===== src/design/vdsc_defs.vh =====
`ifndef VDSC_DEFS_VH
`define VDSC_DEFS_VH
// ---------------------------------------------------------------
// voltage code and slew timing
// ---------------------------------------------------------------
`define VDSC_CLK_MHZ 200
`define VDSC_STEP_UV 5000
`define VDSC_FAST_SLEW_UV_PER_US_X100 1125000
`define VDSC_SLOW_SLEW_UV_PER_US_X1000 5625000
// cycles per 5 mV step: 5000uV / (11.25 mV/us) * 200 MHz, rounded down
`define VDSC_FAST_STEP_CYC ((`VDSC_STEP_UV * `VDSC_CLK_MHZ * 100) / `VDSC_FAST_SLEW_UV_PER_US_X100)
`define VDSC_SLOW_STEP_CYC ((`VDSC_STEP_UV * `VDSC_CLK_MHZ * 1000) / `VDSC_SLOW_SLEW_UV_PER_US_X1000)
`define VDSC_CODE_OFF 8'h00
`define VDSC_CODE_MIN 8'h01
`define VDSC_CODE_MAX 8'hff
`define VDSC_MIN_MV 250
`define VDSC_STEP_MV 5
// ---------------------------------------------------------------
// serial frame: 2 command bits then 8 code bits, msb first
// ---------------------------------------------------------------
`define VDSC_FRAME_BITS 10
`define VDSC_CMD_FAST 2'b01
`define VDSC_CMD_SLOW 2'b10
`define VDSC_CMD_PHASES 2'b11
// ---------------------------------------------------------------
// converter input selection
// ---------------------------------------------------------------
`define VDSC_NUM_INPUTS 9
`define VDSC_ADC_SETTLE_CYC 16
`define VDSC_POWER_ON_CYC 32
`endif


===== src/design/vdsc_core.v =====
`timescale 1ns/1ps
`include "vdsc_defs.vh"
module vdsc_core #(
    parameter FAST_STEP_CYC = `VDSC_FAST_STEP_CYC,
    parameter SLOW_STEP_CYC = `VDSC_SLOW_STEP_CYC,
    parameter SETTLE_CYC = `VDSC_ADC_SETTLE_CYC,
    parameter POWER_ON_CYC = `VDSC_POWER_ON_CYC
) (
    input wire core_clk,
    input wire reset_n,
    input wire clk_en,
    input wire serial_link_clock,
    input wire serial_data_in,
    input wire input_divider_detect,
    input wire supply_detect,
    input wire fault_detect,
    input wire [7:0] adc_result,
    input wire adc_done,
    output reg adc_start,
    output reg [3:0] mux_select,
    output reg [7:0] dac_code,
    output reg [10:0] dac_millivolts,
    output reg rail_enable,
    output reg power_on_ready,
    output reg [2:0] active_phases,
    output reg protect_shutdown,
    output reg [7:0] core_setting_pin_a,
    output reg [7:0] core_setting_pin_b,
    output reg [7:0] core_setting_pin_c,
    output reg [7:0] gfx_setting_pin_a,
    output reg [7:0] gfx_setting_pin_b,
    output reg [7:0] core_current_monitor,
    output reg [7:0] gfx_current_monitor,
    output reg [7:0] core_temp_sense,
    output reg [7:0] gfx_temp_sense,
    output reg settings_valid,
    output reg command_strobe
);
    // ---------------------------------------------------------------
    // sized constants, cut to the width of what they meet
    // ---------------------------------------------------------------
    localparam FRAME_LAST = `VDSC_FRAME_BITS - 1; // index of the last frame bit
    localparam [3:0] LAST_BIT = FRAME_LAST[3:0];
    localparam INPUT_LAST = `VDSC_NUM_INPUTS - 1; // highest mux input
    localparam [3:0] LAST_INPUT = INPUT_LAST[3:0];
    localparam SETTLE_END = SETTLE_CYC - 1; // last settling count
    localparam [4:0] SETTLE_LAST = SETTLE_END[4:0];
    localparam [7:0] PON_LAST = POWER_ON_CYC[7:0]; // qualification length
    localparam [15:0] FAST_STEP = FAST_STEP_CYC[15:0]; // cycles per lsb, fast
    localparam [15:0] SLOW_STEP = SLOW_STEP_CYC[15:0]; // cycles per lsb, slow
    localparam MIN_MV_INT = `VDSC_MIN_MV;
    localparam [10:0] MIN_MV = MIN_MV_INT[10:0]; // millivolts at the lowest code
    localparam STEP_MV_INT = `VDSC_STEP_MV;
    localparam [10:0] STEP_MV = STEP_MV_INT[10:0]; // millivolts per code step
    // ---------------------------------------------------------------
    // pin synchronisers
    // ---------------------------------------------------------------
    reg [1:0] lclk_sync; // serial clock, two stages
    reg [1:0] ldat_sync; // serial data, two stages
    reg [1:0] dvd_sync; // divided input detect
    reg [1:0] vcc_sync; // supply detect
    reg [1:0] flt_sync; // protection event
    reg lclk_prev; // last synced clock level
    // only the second stage feeds logic
    always @(posedge core_clk or negedge reset_n) begin
        if (!reset_n) begin
            lclk_sync <= 2'h0;
            ldat_sync <= 2'h0;
            dvd_sync <= 2'h0;
            vcc_sync <= 2'h0;
            flt_sync <= 2'h0;
            lclk_prev <= 1'b0;
        end else if (clk_en) begin
            lclk_sync <= {lclk_sync[0], serial_link_clock};
            ldat_sync <= {ldat_sync[0], serial_data_in};
            dvd_sync <= {dvd_sync[0], input_divider_detect};
            vcc_sync <= {vcc_sync[0], supply_detect};
            flt_sync <= {flt_sync[0], fault_detect};
            lclk_prev <= lclk_sync[1];
        end
    end
    wire lclk_rise = lclk_sync[1] & ~lclk_prev; // data sampled on rising edge
    // ---------------------------------------------------------------
    // serial command receiver
    // ---------------------------------------------------------------
    reg [9:0] shift; // incoming frame bits
    reg [3:0] bit_cnt; // bits in current frame
    reg [7:0] target_code; // commanded voltage code
    reg slow_mode; // selected slew rate
    wire [2:0] phase_req = {shift[1:0], ldat_sync[1]}; // low three code bits
    // framing: fixed 10-bit frames, command then code
    always @(posedge core_clk or negedge reset_n) begin
        if (!reset_n) begin
            shift <= 10'h000;
            bit_cnt <= 4'h0;
            target_code <= `VDSC_CODE_OFF;
            slow_mode <= 1'b0;
            active_phases <= 3'h4;
            command_strobe <= 1'b0;
        end else if (clk_en) begin
            command_strobe <= 1'b0;
            if (lclk_rise) begin
                shift <= {shift[8:0], ldat_sync[1]};
                if (bit_cnt == LAST_BIT) begin
                    bit_cnt <= 4'h0;
                    command_strobe <= 1'b1;
                    case (shift[8:7])
                        `VDSC_CMD_FAST: begin
                            target_code <= {shift[5:0], ldat_sync[1]} == 7'h00 && shift[6] == 1'b0 ?
                                `VDSC_CODE_OFF : {shift[6:0], ldat_sync[1]};
                            slow_mode <= 1'b0;
                        end
                        `VDSC_CMD_SLOW: begin
                            target_code <= {shift[6:0], ldat_sync[1]};
                            slow_mode <= 1'b1;
                        end
                        `VDSC_CMD_PHASES: begin
                            // phase count clamps to 1..4
                            if (phase_req == 3'h0)
                                active_phases <= 3'h1;
                            else if (phase_req > 3'h4)
                                active_phases <= 3'h4;
                            else
                                active_phases <= phase_req;
                        end
                        default: begin
                            target_code <= target_code; // unknown command ignored
                        end
                    endcase
                end else begin
                    bit_cnt <= bit_cnt + 4'h1;
                end
            end
        end
    end
    // ---------------------------------------------------------------
    // power-on sequence and protection
    // ---------------------------------------------------------------
    reg [7:0] pon_cnt; // supplies-good qualification
    wire supplies_good = dvd_sync[1] & vcc_sync[1];
    // ready and shutdown latch
    always @(posedge core_clk or negedge reset_n) begin
        if (!reset_n) begin
            pon_cnt <= 8'h00;
            power_on_ready <= 1'b0;
            protect_shutdown <= 1'b0;
        end else if (clk_en) begin
            if (!supplies_good) begin
                pon_cnt <= 8'h00;
                power_on_ready <= 1'b0;
                protect_shutdown <= 1'b0; // restart clears latch
            end else if (pon_cnt != PON_LAST) begin
                pon_cnt <= pon_cnt + 8'h01;
            end else begin
                power_on_ready <= 1'b1;
            end
            if (supplies_good && flt_sync[1])
                protect_shutdown <= 1'b1;
        end
    end
    // ---------------------------------------------------------------
    // converter sequencer, nine inputs round robin
    // ---------------------------------------------------------------
    localparam ST_IDLE = 2'h0;
    localparam ST_SETTLE = 2'h1;
    localparam ST_CONV = 2'h2;
    reg [1:0] adc_state; // sequencer state
    reg [4:0] settle_cnt; // mux settling delay
    reg [7:0] result_mem [0:`VDSC_NUM_INPUTS-1]; // per input results
    // select, settle, start, capture
    always @(posedge core_clk or negedge reset_n) begin
        if (!reset_n) begin
            adc_state <= ST_IDLE;
            settle_cnt <= 5'h00;
            mux_select <= 4'h0;
            adc_start <= 1'b0;
            settings_valid <= 1'b0;
        end else if (clk_en) begin
            adc_start <= 1'b0;
            case (adc_state)
                ST_IDLE: begin
                    if (power_on_ready) begin
                        settle_cnt <= 5'h00;
                        adc_state <= ST_SETTLE;
                    end
                end
                ST_SETTLE: begin
                    if (settle_cnt == SETTLE_LAST) begin
                        adc_start <= 1'b1;
                        adc_state <= ST_CONV;
                    end else begin
                        settle_cnt <= settle_cnt + 5'h01;
                    end
                end
                ST_CONV: begin
                    if (adc_done) begin
                        if (mux_select == LAST_INPUT) begin
                            mux_select <= 4'h0;
                            settings_valid <= 1'b1;
                        end else begin
                            mux_select <= mux_select + 4'h1;
                        end
                        adc_state <= power_on_ready ? ST_SETTLE : ST_IDLE;
                        settle_cnt <= 5'h00;
                    end
                end
                default: begin
                    adc_state <= ST_IDLE;
                end
            endcase
        end
    end
    // result store, one entry per mux input
    genvar gi;
    generate
        for (gi = 0; gi < `VDSC_NUM_INPUTS; gi = gi + 1) begin : g_store
            always @(posedge core_clk or negedge reset_n) begin
                if (!reset_n)
                    result_mem[gi] <= 8'h00;
                else if (clk_en && adc_state == ST_CONV && adc_done && mux_select == gi)
                    result_mem[gi] <= adc_result;
            end
        end
    endgenerate
    // named result outputs, registered
    always @(posedge core_clk or negedge reset_n) begin
        if (!reset_n) begin
            core_setting_pin_a <= 8'h00;
            core_setting_pin_b <= 8'h00;
            core_setting_pin_c <= 8'h00;
            gfx_setting_pin_a <= 8'h00;
            gfx_setting_pin_b <= 8'h00;
            core_current_monitor <= 8'h00;
            gfx_current_monitor <= 8'h00;
            core_temp_sense <= 8'h00;
            gfx_temp_sense <= 8'h00;
        end else if (clk_en) begin
            core_setting_pin_a <= result_mem[0];
            core_setting_pin_b <= result_mem[1];
            core_setting_pin_c <= result_mem[2];
            gfx_setting_pin_a <= result_mem[3];
            gfx_setting_pin_b <= result_mem[4];
            core_current_monitor <= result_mem[5];
            gfx_current_monitor <= result_mem[6];
            core_temp_sense <= result_mem[7];
            gfx_temp_sense <= result_mem[8];
        end
    end
    // ---------------------------------------------------------------
    // slew controller and dac code
    // ---------------------------------------------------------------
    reg [15:0] slew_cnt; // cycles since last step
    wire [15:0] step_cyc = slow_mode ? SLOW_STEP : FAST_STEP;
    wire run = power_on_ready & ~protect_shutdown;
    wire [7:0] goal = run ? target_code : `VDSC_CODE_OFF;
    wire [10:0] code_steps = {3'h0, dac_code - 8'h01}; // steps above the lowest code
    // one lsb per interval toward goal
    always @(posedge core_clk or negedge reset_n) begin
        if (!reset_n) begin
            slew_cnt <= 16'h0000;
            dac_code <= `VDSC_CODE_OFF;
        end else if (clk_en) begin
            if (dac_code == goal) begin
                slew_cnt <= 16'h0000;
            end else if (slew_cnt >= step_cyc - 16'h0001) begin
                slew_cnt <= 16'h0000;
                if (dac_code < goal)
                    dac_code <= dac_code + 8'h01;
                else
                    dac_code <= dac_code - 8'h01;
            end else begin
                slew_cnt <= slew_cnt + 16'h0001;
            end
        end
    end
    // voltage follows the dac code, rail state the code and run
    always @(posedge core_clk or negedge reset_n) begin
        if (!reset_n) begin
            dac_millivolts <= 11'h000;
            rail_enable <= 1'b0;
        end else if (clk_en) begin
            if (dac_code == `VDSC_CODE_OFF) begin
                dac_millivolts <= 11'h000;
                rail_enable <= 1'b0;
            end else begin
                dac_millivolts <= MIN_MV + code_steps * STEP_MV;
                rail_enable <= run;
            end
        end
    end
endmodule


===== config.mk =====
export PLATFORM = sky130hd
export DESIGN_NAME = vdsc_core
export DESIGN_NICKNAME = d
export VERILOG_FILES = /design/src/design/vdsc_core.v
export VERILOG_INCLUDE_DIRS = /design/src /design/src/design
export SDC_FILE = /design/constraint.sdc
export NUM_CORES = 1
export LEC_CHECK = 0
export ABC_AREA = 1
export BUFFER_PORTS_ARGS = -buffer_cell sky130_fd_sc_hd__buf_2
export CAP_MARGIN = 15
export CELL_PAD_IN_SITES_DETAIL_PLACEMENT = 1
export CELL_PAD_IN_SITES_GLOBAL_PLACEMENT = 1
export CORE_MARGIN = 2
export CORE_UTILIZATION = 45
export CTS_CLUSTER_DIAMETER = 30
export DETAILED_ROUTE_END_ITERATION = 10
export GPL_ROUTABILITY_DRIVEN = 0
export GPL_TIMING_DRIVEN = 0
export HOLD_SLACK_MARGIN = 0.03
export PLACE_DENSITY_LB_ADDON = 0.1
export SLEW_MARGIN = 25
export SYNTH_ARGS = -nofsm -noshare
export SYNTH_HDL_FRONTEND = slang
export SYNTH_SLANG_ARGS = --single-unit
export TNS_END_PERCENT = 20

===== constraint.sdc =====
create_clock -name core_clk -period 6.17 [get_ports core_clk]
set_clock_uncertainty 0.05 [all_clocks]
set_input_delay 0 -clock core_clk [delete_from_list [all_inputs] [get_ports core_clk]]
set_output_delay 0 -clock core_clk [all_outputs]
set_load 0.01 [all_outputs]

==> results of run 1 <==
stage by stage:
stage	cells	setup WS, ns	util (%)	instance area, µm²	hold slack [ns]
after detailed placement	1690	2.76	49.9	12000	-0.152
final	1806	2.77	58.4	14100	0.187
after global placement	1687	0.644	49.5	11900	0.155
after global routing	1806	2.45	58.4	14100	0.189
after CTS	1805	2.74	58.3	14100	0.171
after floorplan	1243	3.29	-	10900	-0.346
Yosys cell counts, drive strengths merged (2+ instances only):
library cell | instances | area [µm²]
a21o | 3 | 22.5
a21oi | 20 | 115
a22o | 2 | 17.5
buf | 23 | 130
clkbuf | 14 | 52.6
dfrtp | 239 | 5980
ha | 42 | 526
inv | 104 | 390
nand2 | 501 | 1890
nand3 | 35 | 175
nand3b | 3 | 22.5
nand4 | 20 | 243
nor2 | 53 | 206
nor3 | 11 | 55.1
o21a | 3 | 22.5
o21ai | 136 | 741
o21bai | 3 | 22.5
o31ai | 2 | 15.0
or2 | 3 | 18.8
xnor2 | 3 | 26.3
xor2 | 16 | 155
layout make-up:
type | instances | area [µm²] | share of cell area (%)
antenna | 1 | 2.50 | 0.0178
buffer | 37 | 183 | 1.30
clock buffer | 72 | 1510 | 10.7
clock inverter | 25 | 348 | 2.47
inverter | 105 | 399 | 2.84
multi-input combinational | 861 | 4330 | 30.8
sequential | 240 | 6010 | 42.7
tap | 324 | 405 | 2.88
timing repair buffer | 141 | 883 | 6.28
tightest hold or removal path, stage by stage:
cell	delay [ns]
dlygate4sd3_1	0.55
buf_2	0.11
nand2_1	0.04
nand2_1	0.05
logic make-up (layout without fill, tap and decap cells):
logic type               after synthesis  after routing  share of synthesized area (%)
AND/OR/NAND/NOR                      627            627                           24.0
flip-flops                           240            240                           55.0
AO/OA/AOI/OAI                        172            172                           8.98
buffers and inverters                142            380                           5.33
adder cells (fa/ha/maj)               43             43                           5.00
XOR/XNOR                              19             19                           1.66
other                                  0              1                              0
power breakdown:
part	switching, µW	total [µW]	internal [µW]	leakage (µW)
Clock	890	2880	1990	0.000918
Combinational	305	435	130	0.00330
Sequential	85.2	1770	1690	0.00329
Total	1280	5090	3810	0.00751
metal layers:
metal,wire length (µm),share of wire (%),track usage (%),up-vias
met2,17000,53,47.9,167
met1,13200,42,31.1,4587
li1,-,-,-,4371
met5,0,0,0,-
met4,479,1.5,5.98,0
met3,1110,3.5,4.26,34
sequential cells by signal, summed over array words and instances (netlist names), 9 cells and up:
name	cells
result_mem	72
dac_millivolts	11
shift	9
slew_cnt	16
path summary, 6_finish.rpt:
kind | from | endpoint | slack (ns)
max | dac_code[0] | dac_millivolts[10] | 2.77
min | fault_detect | flt_sync[0] | 0.19
max reg2reg | dac_code[0] | dac_millivolts[10] | 2.77
min reg2reg | active_phases[2] | active_phases[2] | 0.41
max in group asynchronous | reset_n | mux_select[1] | 4.80
min in group asynchronous | reset_n | active_phases[2] | 0.53
==> flow_summary.yaml, run 1 <==
status:
  status: "finished, final reports clean"
min_path:
  worstHoldPathCells: 4
  hold_class: "in2reg"
synthesis:
  netlist_area_mm2: 0.0109
  synth-warning-count: 0
  synth-seq-cells: 240
  syn_avg_cell_area_um2: 8.79
  async_flop_share_pct: 100
  synthFlopType: "dfrtp_1"
  syn_nets: 1303
  ys_types: 44
  netlist_instances: 1243
  synth_edf_count: 0
  seq_area_frac_synth_pct: 55.0
worst_setup_path:
  cp_cell_sequence: "inv_1 > ha_1 > nand2_1 > xor2_2 > inv_1 > or2_1 > nand2_1 > inv_1 > ha_1 > ha_1 > nand2_1 > inv_1 > nand4_1 > nand3_1 > a21boi_0 > o21ai_0"
  critPathBufInv: 4
  crit_arrival_ns: 3.75
  cp.required_ns: 6.52
  cpPeakStageDelay_ns: 0.51
  r2r_cells: 16
  path_max_fanout: 8
  crit_type: "reg2reg"
  cp.depth: 16
  cp_top_family: "adder cells"
  path_common_cell: "inv_1"
  cp-end-kind: "flop"
  cp-start-kind: "flop"
  slowest_stage: "dfrtp_1"
global_route:
  grt_max_degree: 81
  grt_pass1_vias: 10069
  track_usage_pct: 25.7
  grt_pass1_wl_um: 53000
  antenna_found_initial: 1
  globalRouteOverflowTotal: 0
sta:
  max_clock_freq_mhz: 294
  rsz0062_at_grt: "false"
  setup-violations-final: 0
  relSlewSlack_pct: 54.5
  min_period_ns: 3.40
  hold_violations: 0
  worst_pin_slew_ns: 0.682
  period_share_pct: 55.1
  slew_viol_final: 0
  setup_tns_ns: 0
placed_design:
  dp_hpwl_um: 20600
  portBuffers: 120
routing:
  avgViaCountPerCell: 5.07
  vias: 9159
  ant_nets: 0
  drt_iter0_drc: 447
  dr.pass1.iters: 5
  drt-total-wl_um: 31900
  drc: 0
  wl_per_cell_um: 17.7
final_layout:
  final_common_cell: "nand2_1"
  area.growth.synth_to_final_pct: 28.8
  fill_cells: 2856
  drive_gt1_share_pct: 18.8
  fin_nets: 1498
  final_cell_mix: "nand2_1 (499), dfrtp_1 (239), buf_2 (133)"
pwr:
  powerDensity_mw_per_mm2: 362
  p_leak_uw: 0.00751
  irDropWorstVdd_uv: 247
  fin_total_pwr_uw: 5090
cts:
  clock_sinks: 240
  numCtsBuffers: 52
  post-cts-setup-buffers: 0
  cts.clk_slew.worst_paths_ns: 0.05
  clockBufferDepth: 3
  cts_resized: 0
  tritoncts: "yes"
  clkLatencyLatePin_ns: 0.55
  postCtsHoldBufs: 18
  cts-root-buf: "clkbuf_16"
  h-tree-depth: 2
floorplan:
  io_pins: 121
  initial_utilization_pct: 45.3
  dieArea_mm2: 0.0255
  rows: 57
  die_h_um: 160
  core_mm2: 0.0241
  die_w_um: 160
flow_run:
  cap_violations: 0
(Power assumes the default switching activity.)
==> run 2, diff against run 1 <==
clock period = 3.3 ns   (was 6.17 ns; I/O delays follow)
==> flow_summary.yaml, run 2 (synthesized netlist as in run 1, its figures left out) <==
worst_setup_path:
  path_max_fanout: 8
  cpPeakStageDelay_ns: 0.47
  cp.depth: 16
  crit_type: "reg2reg"
  cp.required_ns: 3.65
  slowest_stage: "dfrtp_2"
  critPathBufInv: 4
  cp_cell_sequence: "inv_1 > ha_2 > nand2_1 > xor2_2 > inv_1 > or2_1 > nand2_1 > inv_1 > ha_1 > ha_1 > nand2_1 > inv_1 > nand4_1 > nand3_1 > a21boi_1 > o21ai_0"
  crit_end: "dac_millivolts[10]"
  crit_arrival_ns: 3.35
  ff2ff_setup_slack_ns: 0.30
  crit_path_start: "dac_code[1]"
  r2r-end: "dac_millivolts[10]"
  path_common_cell: "inv_1"
  cp_top_family: "adder cells"
  r2r_cells: 16
  r2r_start: "dac_code[1]"
  cp-start-kind: "flop"
  cp-end-kind: "flop"
cts:
  cts-root-buf: "clkbuf_16"
  numCtsBuffers: 52
  clock_sinks: 240
  cts.clk_slew.worst_paths_ns: 0.05
  clockBufferDepth: 3
  h-tree-depth: 2
  tritoncts: "yes"
  clkLatencyLatePin_ns: 0.55
global_route:
  antenna_found_initial: 1
  globalRouteOverflowTotal: 0
  track_usage_pct: 25.7
  grt_max_degree: 81
  grt_pass1_wl_um: 53000
  grt_pass1_vias: 10081
floorplan:
  rows: 57
  dieArea_mm2: 0.0255
  core_mm2: 0.0241
  die_h_um: 160
  die_w_um: 160
  initial_utilization_pct: 45.3
  io_pins: 121
routing:
  drc: 0
  ant_nets: 0
  dr.pass1.iters: 5
  vias: 9224
  avgViaCountPerCell: 5.10
  drt-total-wl_um: 31900
  drt_iter0_drc: 434
  wl_per_cell_um: 17.6
placed_design:
  dp.cells: 1690
  post_dp_cell_area_mm2: 0.0120
  dp_hpwl_um: 20600
  post-place-ws_ns: -0.105
  portBuffers: 120
sta:
  rsz0062_at_grt: "false"
  worst_pin_slew_ns: 0.687
  max_clock_freq_mhz: 334
  slew_viol_final: 0
  min_period_ns: 3.00
  period_share_pct: 90.8
  relSlewSlack_pct: 54.2
  hold_violations: 0
  setup-violations-final: 0
  timing.final.ws_setup_ns: 0.303
  setup_tns_ns: 0
pwr:
  p_leak_uw: 0.00752
  irDropWorstVdd_uv: 462
  fin_total_pwr_uw: 9510
  powerDensity_mw_per_mm2: 674
final_layout:
  design_area_mm2: 0.0141
  fin_nets: 1502
  drive_gt1_share_pct: 19.3
  largest-register: "result_mem"
  top_regs: "result_mem: 72 flops, slew_cnt: 16 flops, dac_millivolts: 11 flops"
  final_common_cell: "nand2_1"
  area.growth.synth_to_final_pct: 29.2
  finalNonFillerCells: 1810
  largest_register_ff_count: 72
  final_cell_mix: "nand2_1 (499), dfrtp_1 (237), buf_2 (133)"
status:
  status: "finished, final reports clean"
flow_run:
  cap_violations: 0
min_path:
  hold_class: "in2reg"
[run 2: worst min-delay path by stage]
stage	start	end	slack, ns	cells after the start
2_1_floorplan	reset_n	active_phases[0]	-0.35	0
3_3_place_gp	supply_detect	vcc_sync[0]	0.15	3
3_5_place_dp	reset_n	dac_millivolts[8]	-0.15	1
4_1_cts	supply_detect	vcc_sync[0]	0.17	4
5_1_grt	fault_detect	flt_sync[0]	0.19	4
6_report	fault_detect	flt_sync[0]	0.19	4
[run 2: per-layer routing]
layer	part of all wire (%)	routed length [µm]	global-route usage [%]
met1	41	13100	31.1
met2	54	17100	48.0
met3	3.8	1220	4.26
met4	1.5	479	5.98
met5	0	0	0
[run 2: where the power goes]
part | switching, µW | internal, µW
combinational | 569 | 243
sequential | 159 | 3160
clock | 1660 | 3710
total | 2390 | 7120
[run 2: cell type report]
| type | instances | area, µm² |
|---|---|---|
| Fill cell | 2852 | 10000 |
| Timing Repair Buffer | 145 | 913 |
| Multi-Input combinational cell | 861 | 4330 |
| Clock inverter | 25 | 348 |
| Inverter | 105 | 403 |
| Buffer | 37 | 183 |
| Antenna cell | 1 | 2.50 |
| Tap cell | 324 | 405 |
| Clock buffer | 72 | 1510 |
| Sequential cell | 240 | 6010 |
[run 2: worst register-to-register path: cells and delay by family, from the launching register on]
kind / cells / cell delay, ns
adder cells (fa/ha/maj): 3 / 0.84
AND/OR/NAND/NOR: 6 / 0.74
flip-flops: 1 / 0.47
XOR/XNOR: 1 / 0.21
AO/OA/AOI/OAI: 2 / 0.25
buffers and inverters: 4 / 0.32
[run 2: through the flow]
| step | hold WS (ns) | util (%) |
|---|---|---|
| CTS | 0.171 | 58.4 |
| global placement | 0.155 | 49.5 |
| finish | 0.187 | 58.5 |
| detailed placement | -0.152 | 49.9 |
| global route | 0.189 | 58.5 |
| floorplan | -0.346 | - |
[run 2: timing repair]
item                                    in CTS  in global routing
endpoints found under the setup margin       2                  4
cloned                                       0                  0
pin swaps                                    0                  0
gates resized for setup                      2                  3
hold endpoints to repair                   272                  0
hold buffers                                18                  0
setup buffers                                1                  3
